==> src/dpa_pkg.sv <==
package dpa_pkg;
    // ----------------------------------------
    // Host command codes
    // ----------------------------------------
    localparam logic [7:0] CMD_READ = 8'h08;
    localparam logic [7:0] CMD_WRITE = 8'h18;
    localparam logic [7:0] CMD_STATUS = 8'h38;
    localparam logic [7:0] CMD_REG_WRITE = 8'h48;
    localparam logic [7:0] CMD_REG_READ = 8'h58;
    localparam logic [7:0] CMD_QUERY = 8'h28;
    localparam logic [7:0] CMD_ANSWER_OK = 8'hF8;
    localparam logic [7:0] CMD_ANSWER_ERR = 8'hE8;
    // ----------------------------------------
    // Response status codes
    // ----------------------------------------
    localparam logic [7:0] ST_NORMAL = 8'h00;
    localparam logic [7:0] ST_BUSY = 8'h01;
    localparam logic [7:0] ST_HOST_BUSY = 8'h02;
    localparam logic [7:0] ST_RELAY_ERR = 8'h03;
    localparam logic [7:0] ST_UNIMPL = 8'h04;
    localparam logic [7:0] ST_SELFDIAG = 8'h05;
    localparam logic [7:0] ST_RELAY_RD = 8'h06;
    localparam logic [7:0] ST_RELAY_WR = 8'h07;
    // ----------------------------------------
    // Timing and address width
    // ----------------------------------------
    localparam int CLK_MHZ = 250;
    localparam int ANSWER_WAIT_US = 1000;
    localparam int ANSWER_WAIT_CYC = ANSWER_WAIT_US * CLK_MHZ;
    localparam int SLAVE_ADDR_W = 7;
    // ----------------------------------------
    // Enumerations
    // ----------------------------------------
    typedef enum logic [2:0] {
        K_READ, K_WRITE, K_STATUS, K_REG_WRITE, K_REG_READ, K_QUERY, K_ANSWER, K_UNIMPL
    } dpa_kind_e;
    typedef enum logic [2:0] {
        S_IDLE, S_RF_BUSY, S_SER_BUSY, S_RELAY_RX, S_RELAY_QUERY, S_RELAY_ANSWER
    } dpa_state_e;
endpackage

==> src/dpa_arbiter.sv <==
`timescale 1ns/10ps
// What this block does
// During a transaction, hold exclusivity; competing commands are not run normally.
// Exclusivity starts at command start, ends when its response is sent.
// Relay exclusivity spans relay command start to final relay answer.
// Host commands with a foreign slave address get no answer.
// Unknown host command codes get the unimplemented-command status.
// During RF activity: data/status busy, register ops run, relay commands error.
// A known host command during a pending host command gets serial-busy status.
// Later host commands in a busy host transaction raise no interrupt.
// Awaiting query: read, write, answer unimplemented; query advances relay.
// In relay waits, status returns relay read or write detect.
// Awaiting query: register ops give detect or self-diag; RF stop gives normal.
// Awaiting answer: read, write, query unimplemented; register ops run; answer finishes.
// JIS reader commands during exclusivity get no response.
// ISO reader commands during exclusivity with wait extension off get no response.
// Wait extension on, serial busy: select/read/write/verify get WTX, others run.
// Host command during relay reception is answered before the detect interrupt.
// After the detect interrupt, host commands follow the awaiting-query behaviour.
// Carrier loss after relay reception returns to idle.
// Each non-answer host response while awaiting answer restarts the timer.
// Answer command while awaiting answer returns to idle.
// Host fetches relay details with the single-byte query code.
// Host ends a relay with a single-byte answer code, ok or error.
// Answer-wait timer expiry returns to idle.
module dpa_arbiter #(
    parameter int ANSWER_WAIT_CYCLES = dpa_pkg::ANSWER_WAIT_CYC
) (
    input wire logic clk,
    input wire logic rst_n,
    input wire logic clk_en,
    input wire logic [dpa_pkg::SLAVE_ADDR_W-1:0] own_addr,
    input wire logic host_cmd_start,
    input wire logic host_cmd_valid,
    input wire logic [dpa_pkg::SLAVE_ADDR_W-1:0] host_addr,
    input wire logic [7:0] host_cmd_code,
    input wire logic host_rf_stop,
    input wire logic host_selfdiag_err,
    input wire logic host_exec_done,
    input wire logic rf_cmd_start,
    input wire logic rf_iso,
    input wire logic rf_wtx_kind,
    input wire logic rf_relay,
    input wire logic rf_relay_write,
    input wire logic rf_cmd_end,
    input wire logic rf_rsp_done,
    input wire logic carrier_on,
    input wire logic wait_extension_enable,
    output logic exclusive,
    output logic host_rsp_valid,
    output logic [7:0] host_rsp_status,
    output logic host_exec,
    output logic host_irq,
    output logic relay_irq,
    output logic relay_is_write,
    output logic relay_done,
    output logic relay_fail,
    output logic relay_timeout,
    output logic rf_exec,
    output logic rf_wtx,
    output logic rf_drop
);
    import dpa_pkg::*;

    localparam int TW = $clog2(ANSWER_WAIT_CYCLES + 1);
    localparam logic [TW-1:0] TIMER_LAST = TW'(ANSWER_WAIT_CYCLES - 1);
    localparam logic [TW-1:0] TIMER_ONE = TW'(1);

    typedef struct packed {
        dpa_state_e st;
        logic code_seen;
        logic rx_done;
        logic relay_wr;
        logic [TW-1:0] timer;
        logic rsp_valid;
        logic [7:0] rsp_status;
        logic exec;
        logic hirq;
        logic rirq;
        logic rdone;
        logic rfail;
        logic rtout;
        logic rexec;
        logic rwtx;
        logic rdrop;
    } dpa_regs_s;

    dpa_regs_s q;
    dpa_regs_s d;

    // ----------------------------------------
    // Command decode
    // ----------------------------------------
    // Shared by the host path and the assertions
    function automatic dpa_kind_e dpa_kind(input logic [7:0] code);
        case (code)
            CMD_READ: dpa_kind = K_READ;
            CMD_WRITE: dpa_kind = K_WRITE;
            CMD_STATUS: dpa_kind = K_STATUS;
            CMD_REG_WRITE: dpa_kind = K_REG_WRITE;
            CMD_REG_READ: dpa_kind = K_REG_READ;
            CMD_QUERY: dpa_kind = K_QUERY;
            CMD_ANSWER_OK, CMD_ANSWER_ERR: dpa_kind = K_ANSWER;
            default: dpa_kind = K_UNIMPL;
        endcase
    endfunction

    dpa_kind_e kind;
    logic hit;
    logic start_hit;
    logic host_claim;
    logic [7:0] detect;
    logic [7:0] reg_st;
    dpa_state_e rf_view;

    // Address filter; foreign transfers never reach the state machine
    assign hit = host_cmd_valid && (host_addr == own_addr);
    assign start_hit = host_cmd_start && (host_addr == own_addr);
    assign kind = dpa_kind(host_cmd_code);
    assign detect = q.relay_wr ? ST_RELAY_WR : ST_RELAY_RD;
    assign reg_st = host_selfdiag_err ? ST_SELFDIAG : ST_NORMAL;
    // Host wins a same-cycle tie in idle, so the RF side sees it as serial busy
    assign host_claim = start_hit || (hit && kind != K_UNIMPL);
    assign rf_view = (q.st == S_IDLE && host_claim) ? S_SER_BUSY : q.st;

    // ----------------------------------------
    // Next state
    // ----------------------------------------
    always_comb begin
        d = q;
        d.rsp_valid = 1'b0;
        d.exec = 1'b0;
        d.hirq = 1'b0;
        d.rirq = 1'b0;
        d.rdone = 1'b0;
        d.rtout = 1'b0;
        d.rexec = 1'b0;
        d.rwtx = 1'b0;
        d.rdrop = 1'b0;
        // Host transfer start opens the exclusive period before the code is known
        if (start_hit && q.st == S_IDLE) begin
            d.st = S_SER_BUSY;
            d.code_seen = 1'b0;
        end
        // Host command handling
        if (hit) begin
            d.rsp_valid = 1'b1;
            if (kind == K_UNIMPL) begin
                d.rsp_status = ST_UNIMPL;
                if (q.st == S_IDLE || (q.st == S_SER_BUSY && !q.code_seen)) begin
                    d.st = S_IDLE;
                end
            end else begin
                case (q.st)
                    S_IDLE, S_SER_BUSY: begin
                        if (q.st == S_IDLE || !q.code_seen) begin
                            d.rsp_valid = 1'b0; // Executor answers this one itself
                            d.exec = 1'b1;
                            d.st = S_SER_BUSY;
                            d.code_seen = 1'b1;
                        end else begin
                            d.rsp_status = ST_HOST_BUSY;
                        end
                    end
                    S_RF_BUSY, S_RELAY_RX: begin
                        case (kind)
                            K_READ, K_WRITE, K_STATUS: d.rsp_status = ST_BUSY;
                            K_REG_WRITE, K_REG_READ: d.rsp_status = reg_st;
                            default: d.rsp_status = ST_RELAY_ERR;
                        endcase
                    end
                    S_RELAY_QUERY: begin
                        case (kind)
                            K_STATUS: d.rsp_status = detect;
                            K_REG_WRITE, K_REG_READ: begin
                                if (host_selfdiag_err) begin
                                    d.rsp_status = ST_SELFDIAG;
                                end else if (kind == K_REG_WRITE && host_rf_stop) begin
                                    d.rsp_status = ST_NORMAL;
                                end else begin
                                    d.rsp_status = detect;
                                end
                            end
                            K_QUERY: begin
                                d.rsp_status = ST_NORMAL;
                                d.st = S_RELAY_ANSWER;
                                d.timer = '0;
                            end
                            default: d.rsp_status = ST_UNIMPL;
                        endcase
                    end
                    S_RELAY_ANSWER: begin
                        case (kind)
                            K_STATUS: d.rsp_status = detect;
                            K_REG_WRITE, K_REG_READ: d.rsp_status = reg_st;
                            K_ANSWER: begin
                                d.rsp_status = ST_NORMAL;
                                d.st = S_IDLE;
                                d.rdone = 1'b1;
                                d.rfail = (host_cmd_code == CMD_ANSWER_ERR);
                            end
                            default: d.rsp_status = ST_UNIMPL;
                        endcase
                    end
                    default: d.rsp_status = ST_BUSY;
                endcase
            end
        end
        // State-driven progress
        case (q.st)
            S_SER_BUSY: begin
                // Only the executing command raises the interrupt
                if (host_exec_done && q.code_seen) begin
                    d.st = S_IDLE;
                    d.hirq = 1'b1;
                end
            end
            S_RF_BUSY: begin
                if (rf_rsp_done) begin
                    d.st = S_IDLE;
                end
            end
            S_RELAY_RX: begin
                if (rf_cmd_end) begin
                    d.rx_done = 1'b1;
                end
                // A host answer this cycle pushes the interrupt one cycle back
                if (q.rx_done && !hit) begin
                    d.rirq = 1'b1;
                    d.st = S_RELAY_QUERY;
                end
            end
            S_RELAY_ANSWER: begin
                if (hit && kind != K_ANSWER) begin
                    d.timer = '0;
                end else if (!hit) begin
                    if (q.timer >= TIMER_LAST) begin
                        d.st = S_IDLE;
                        d.rtout = 1'b1;
                    end else begin
                        d.timer = q.timer + TIMER_ONE;
                    end
                end
            end
            default: ;
        endcase
        // Reader/writer command arbitration
        if (rf_cmd_start) begin
            case (rf_view)
                S_IDLE: begin
                    if (rf_relay) begin
                        d.st = S_RELAY_RX;
                        d.rx_done = 1'b0;
                        d.relay_wr = rf_relay_write;
                    end else begin
                        d.st = S_RF_BUSY;
                        d.rexec = 1'b1;
                    end
                end
                S_SER_BUSY: begin
                    if (rf_iso && wait_extension_enable) begin
                        d.rwtx = rf_wtx_kind;
                        d.rexec = !rf_wtx_kind;
                    end else begin
                        d.rdrop = 1'b1;
                    end
                end
                default: d.rdrop = 1'b1;
            endcase
        end
        // Carrier loss abandons any RF or relay activity
        if (!carrier_on && (q.st == S_RF_BUSY || q.st == S_RELAY_RX
                || q.st == S_RELAY_QUERY || q.st == S_RELAY_ANSWER)) begin
            d.st = S_IDLE;
        end
    end

    // ----------------------------------------
    // State register
    // ----------------------------------------
    always_ff @(posedge clk) begin
        if (!rst_n) begin
            q <= '0;
        end else if (clk_en) begin
            q <= d;
        end
    end

    assign exclusive = (q.st != S_IDLE);
    assign host_rsp_valid = q.rsp_valid;
    assign host_rsp_status = q.rsp_status;
    assign host_exec = q.exec;
    assign host_irq = q.hirq;
    assign relay_irq = q.rirq;
    assign relay_is_write = q.relay_wr;
    assign relay_done = q.rdone;
    assign relay_fail = q.rfail;
    assign relay_timeout = q.rtout;
    assign rf_exec = q.rexec;
    assign rf_wtx = q.rwtx;
    assign rf_drop = q.rdrop;
endmodule // dpa_arbiter

==> config.mk <==
export PLATFORM = sky130hd
export DESIGN_NAME = dpa_arbiter
export DESIGN_NICKNAME = d
export VERILOG_FILES = /design/src/dpa_pkg.sv /design/src/dpa_arbiter.sv
export SDC_FILE = /design/constraint.sdc
export NUM_CORES = 1
export LEC_CHECK = 0
export ABC_AREA = 1
export BUFFER_PORTS_ARGS = -buffer_cell sky130_fd_sc_hd__buf_4
export CELL_PAD_IN_SITES_DETAIL_PLACEMENT = 1
export CELL_PAD_IN_SITES_GLOBAL_PLACEMENT = 2
export CORE_MARGIN = 3
export CORE_UTILIZATION = 28
export DETAILED_ROUTE_END_ITERATION = 16
export PLACE_DENSITY = 0.8
export SKIP_CTS_REPAIR_TIMING = 1
export SYNTH_ARGS = -nofsm -noshare
export SYNTH_HDL_FRONTEND = slang
export SYNTH_SLANG_ARGS = --single-unit
export TNS_END_PERCENT = 5
==> constraint.sdc <==
create_clock -name clk -period 1.9 [get_ports clk]
set_input_delay 0.19 -clock clk [delete_from_list [all_inputs] [get_ports clk]]
set_output_delay 0.19 -clock clk [all_outputs]
set_load 0.05 [all_outputs]
======== After elaboration in Yosys (flattened, before gate mapping) ========
Cells that the tools add are included.
storage, ports and cells
  word-level logic and storage cells ...... 148
  bits in registers ....................... 42
  output and inout port bits .............. 20
cells by class
  multiplexer cells ....................... 70
  add/sub/neg operators ................... 1
  reductions and logical operators ........ 34
  bitwise logic cells ..................... 1
  eq/ne operators ......................... 25
  $lt $le $gt $ge ......................... 1
operator list
  kind                   count
  $mux 18                6
  $mux 3                 17
  $pmux 8 s4             1
  $mux 28                1
  $mux 8                 3
  $pmux 8 s3             1
  $mux 1                 21
  $pmux 3 s7             1
  $mux 19                1
  $add 18x1->18 const B  1
  $eq 3x3->1 const B     6
  $ge 18x18->1 const B   1
  $mux 2                 9
  $pmux 3 s3             2
  $eq 8x6->1 const B     2
  $eq 8x7->1 const B     2
  $eq 8x8->1 const B     2
  $eq 3x2->1 const B     5
  $logic_and 1x1->1      12
  $mux 4                 3
  $pmux 3 s4             1
  $logic_not 3->1        3
  $ne 3x3->1 const B     3
  $eq 8x4->1 const B     1
  other kinds (14)       27

======== Logic depth before layout (Yosys ltp) ========
  word-level depth ........................ 15
  mapped depth ............................ 15
  depth with buffers taken out ............ 15

======== Worst setup path after synthesis ========
OpenSTA, ideal clock, no wires.
  path type ............................... register to register
  start point ............................. register q[18] (netlist bit)
  end point ............................... register q[34] (netlist bit)
  cell stages (with the launch flop) ...... 12
  path slack .............................. 0.232 ns
  path buffers ............................ 0
  arrival time ............................ 1.598 ns
  clock period less this slack ............ 1.668 ns
  library setup time ...................... 0.070 ns
  cells stage by stage .................... dfxtp_1 > ha_1 > inv_1 > nor2_1 > nand3_1 > nor2_1 > nand2_1 > nor3_1 > nor2_1 > nand2_1 > nand2_1 > a21oi_1
on the way
  word-level cells in the longest chain between the ends .. 5
  elaborated cells on any way between the ends .. 6
ends and longest elaborated chain
  what                                           RTL line                                source
  start: declaration                             dpa_arbiter.sv:88                       dpa_regs_s q;
  start signal: assignment                       dpa_arbiter.sv:283                      q <= '0;
  start signal: assignment                       dpa_arbiter.sv:285                      q <= d;
  $add 18x1->18 or $ge 18x18->1 (tied branches)  dpa_arbiter.sv:241, dpa_arbiter.sv:237
  $mux 18 *                                      dpa_arbiter.sv:237                      if (q.timer >= TIMER_LAST) begin
  $mux 18 *                                      dpa_arbiter.sv:236                      end else if (!hit) begin
  $mux 18 *                                      dpa_arbiter.sv:234                      if (hit && kind != K_ANSWER) begin
  $mux 18 *                                      dpa_arbiter.sv:210                      case (q.st)
Mark *: on every way between the ends. The rest lies on a longest branch, timed or not.
A chain may end at the register's enable or synchronous reset.

======== Worst setup path after layout ========
  start point ............................. register q[18] (netlist bit)
  end point ............................... register q[32] (netlist bit)
The elaborated chain is that of the path after synthesis.

==> impl_metrics.tcl <==
set metrics [dict create \
    run_status "complete, no violations" \
    timing.final.ws_setup_ns 0.141 \
    cts_tree "yes" \
    route.detailed.drc 0 \
    power_frac_seq 0.405 \
    worstSetupEndpointType "register" \
    placementRows 38 \
    worstRegToRegCells 12 \
    wl_um 11400 \
    placed_cells_incl_taps 783 \
    stdcell_area_sq_mm 0.00402 \
    fp.dieArea_sq_mm 0.0129 \
    final_antenna_net_count 0 \
    worstSetupPathType "reg2reg" \
    clkSlewWorstSetupHoldPaths_ns 0.06 \
    detailed_place_hpwl_um 8930 \
    r2r_start "q[18]$_SDFFE_PN0P_" \
    hp-class "in2reg" \
    synth_seq_cells 37 \
    number_of_antenna_violations_at_the_first_check_in_global_routing 0 \
    grt_pass1_wl_um 19000 \
    drt_pass1_iterations 4 \
    vdd_ir_drop_max_mv 0.312 \
    critical_path_arrival_ns 1.98 \
    power_report.internal_total_w 0.00139 \
    numPortBuffers 53 \
    p_switching_w 0.000576 \
    grt_pass1_vias 3904 \
    startpoint_type_of_the_worst_setup_path "register" \
    clock_tree_root_buffer_cell "clkbuf_16" \
    cts_made_buffers 5 \
    grt.met3_usage 0.0239 \
    synth.avg_cell_area_sq_um 5.49 \
    via_count 3873 \
    insertedDiodeCount 0 \
    routedWlPerCell_um 14.4 \
    clock_tree.htree_level_count 2 \
    maxSlewViolCount 0 \
    synth_ff_type "dfxtp_1" \
    core-area_sq_mm 0.0111 \
    fin_skew_ns 0.00387 \
    finalSetupViolCount 0 \
    pre_cts_ws_ns 0.0408 \
    gr-total-overflow 0 \
    gp_routability_congestion 0.826 \
    final.hold.worst_slack_ns 0.193 \
    dpl_cell_area_sq_mm 0.00385 \
    regToRegEndpoint "q[32]$_SDFFE_PN0P_" \
    share_comb_of_total_power 0.175 \
    cap_viol_max_count 0 \
    synth.lib_cells_used.distinct 31 \
    synth_top_cell_area_share 0.234 \
    synth.cell_area_sq_mm 0.00323 \
    rsz0062_at_grt "true" \
    ios 59 \
    grt.met2_usage 0.324 \
    maxClockFrequency_ghz 0.569 \
    whs_endpoint "relay_is_write$_SDFFE_PN0P_" \
    stdcell_count 792 \
    grt_max_degree 32 \
    die-width_um 113 \
    layout_min_cycle_time_ns 1.76 \
    yosysTopAreaCell "nand2_1" \
    final-hold-violation-count 0 \
    min_path_cells 3 \
    synthCells 588 \
    power.static_leakage_nw 1.97 \
    layout-drive-gt1-share 0.184 \
    critPathMaxFanout 3 \
    synth.top_cells.by_count "201 x nand2_1, 69 x inv_1, 62 x nor2_1" \
    clock_network_power_share 0.420 \
    swShare 0.292 \
    synth.yosys.seq_area_share 0.229 \
    final_min_period_over_clock_period 0.926 \
    r2r_setup_slack_ns 0.14 \
    detail_route.vias_per_cell 4.89 \
    synth-async-reset-ratio 0 \
    busiest_layer "met2" \
    yosys_warnings 0 \
    synthMostInstantiatedCell "nand2_1" \
    floorplan.die.height_um 113 \
    holdCritStartpoint "rf_relay_write" \
    worstPathRequired_ns 2.12 \
    floorplan.initialDensity 0.292 \
    cts.sink_count 37 \
    fin_nets 691 \
    synth_enable_flop_cells 0 \
    global_route.usage.total 0.181 \
    drt_iter0_drc 155 \
    clk-insertion-delay-late_ns 0.29 \
    area_growth_pct 24.5 \
    largest_cells_by_area_after_synthesis "nand2_1 23%, dfxtp_1 23%, inv_1 8.0%, a21oi_1 7.9%, nor2_1 7.2%" \
    clockBufferDepth 2 \
    gr-usage-met1 0.230 \
    power.density_cell_area_mw_per_mm2 489 \
]
layout make-up:
| cell class | count | area [sq um] |
|---|---|---|
| fillers | 1542 | 7060 |
| multi-input cells | 448 | 2060 |
| flip-flops and latches | 37 | 747 |
| repair buffers | 79 | 606 |
| inverters | 80 | 300 |
| well taps | 140 | 175 |
| clock buffers | 6 | 129 |
| clock inverters | 2 | 10.0 |
stage by stage:
step | util | TNS, ns | total power [W]
final | 0.363 | 0 | 0.00197
after global routing | 0.363 | -0.0258 | 0.00207
after CTS | 0.360 | 0 | 0.00200
after detailed placement | 0.348 | 0 | 0.00116
after global placement | 0.348 | 0 | 0.00115
after floorplan | - | 0 | 0.00102
cells by family (layout without fill, tap and decap cells):
family | after synthesis | after routing | share of synthesized area
buffers and inverters | 107 | 167 | 0.144
XOR/XNOR | 11 | 11 | 0.0298
flip-flops | 37 | 37 | 0.229
AO/OA/AOI/OAI | 88 | 88 | 0.143
other | 1 | 5 | 0.00116
adder cells (fa/ha/maj) | 1 | 1 | 0.00387
AND/OR/NAND/NOR | 343 | 343 | 0.449
state kept, by name, summed over array words and instances (netlist names):
signal           flops
rf_exec              1
host_irq             1
relay_done           1
relay_irq            1
host_exec            1
host_rsp_valid       1
relay_timeout        1
q                   23
rf_wtx               1
rf_drop              1
relay_is_write       1
relay_fail           1
host_rsp_status      3
power by group through the flow:
stage	sequential (W)	clock, W	combinational, W
after floorplan	0.000821	0	0.000200
after global placement	0.000813	0	0.000336
after detailed placement	0.000813	0	0.000346
after CTS	0.000796	0.000856	0.000347
after global routing	0.000798	0.000882	0.000388
final	0.000796	0.000827	0.000345
routing by layer:
metal	vias up	share of wire
met1	1842	0.45
met2	55	0.50
met4	0	0.0094
met3	6	0.040
li1	1970	-
met5	-	0
how the worst max path moves through the flow:
stage | startpoint | slack (ns) | to | depth (start not counted)
floorplan | q[18]$_SDFFE_PN0P_ | 0.23 | q[34]$_SDFFE_PN0P_ | 11
finish | q[18]$_SDFFE_PN0P_ | 0.14 | q[32]$_SDFFE_PN0P_ | 12
global route | q[19]$_SDFFE_PN0P_ | -0.01 | q[26]$_SDFFE_PN0P_ | 12
CTS | q[29]$_SDFFE_PN0P_ | 0.03 | q[31]$_SDFFE_PN0P_ | 12
global placement | q[28]$_SDFFE_PN0P_ | 0.1 | q[40]$_SDFFE_PN0P_ | 12
detailed placement | q[29]$_SDFFE_PN0P_ | 0.04 | q[31]$_SDFFE_PN0P_ | 12
cells in the final DEF (no fill, tap or decap), types with 2 or more instances in the layout:
master,synthesis,layout
nand2_1,201,201
buf_4,11,78
inv_1,69,67
nor2_1,62,57
a21oi_1,51,51
nand3_1,41,41
dfxtp_1,37,32
o21ai_0,20,20
nand4_1,15,15
xor2_1,11,11
inv_2,8,10
o21ai_1,10,10
nor2_2,4,9
nor3_1,9,9
conb_1,1,5
clkbuf_16,0,5
dfxtp_2,0,5
clkinv_1,3,3
nand3_2,3,3
nand3b_1,3,3
nor3_2,2,2
o211ai_1,2,2
clkinv_2,0,2
worst max-delay path: stages (launching register included):
cell and delay, ns:
dfxtp_1 0.33, ha_1 0.18, inv_1 0.05, nor2_1 0.17
buf_4 0.15, nand3_1 0.13, o21ai_0 0.22, nand2_1 0.07
nand2_1 0.06, nand2_1 0.05, nand2_1 0.06, nand3_1 0.08
a21oi_1 0.13
Power figures use the tool's default switching activity.
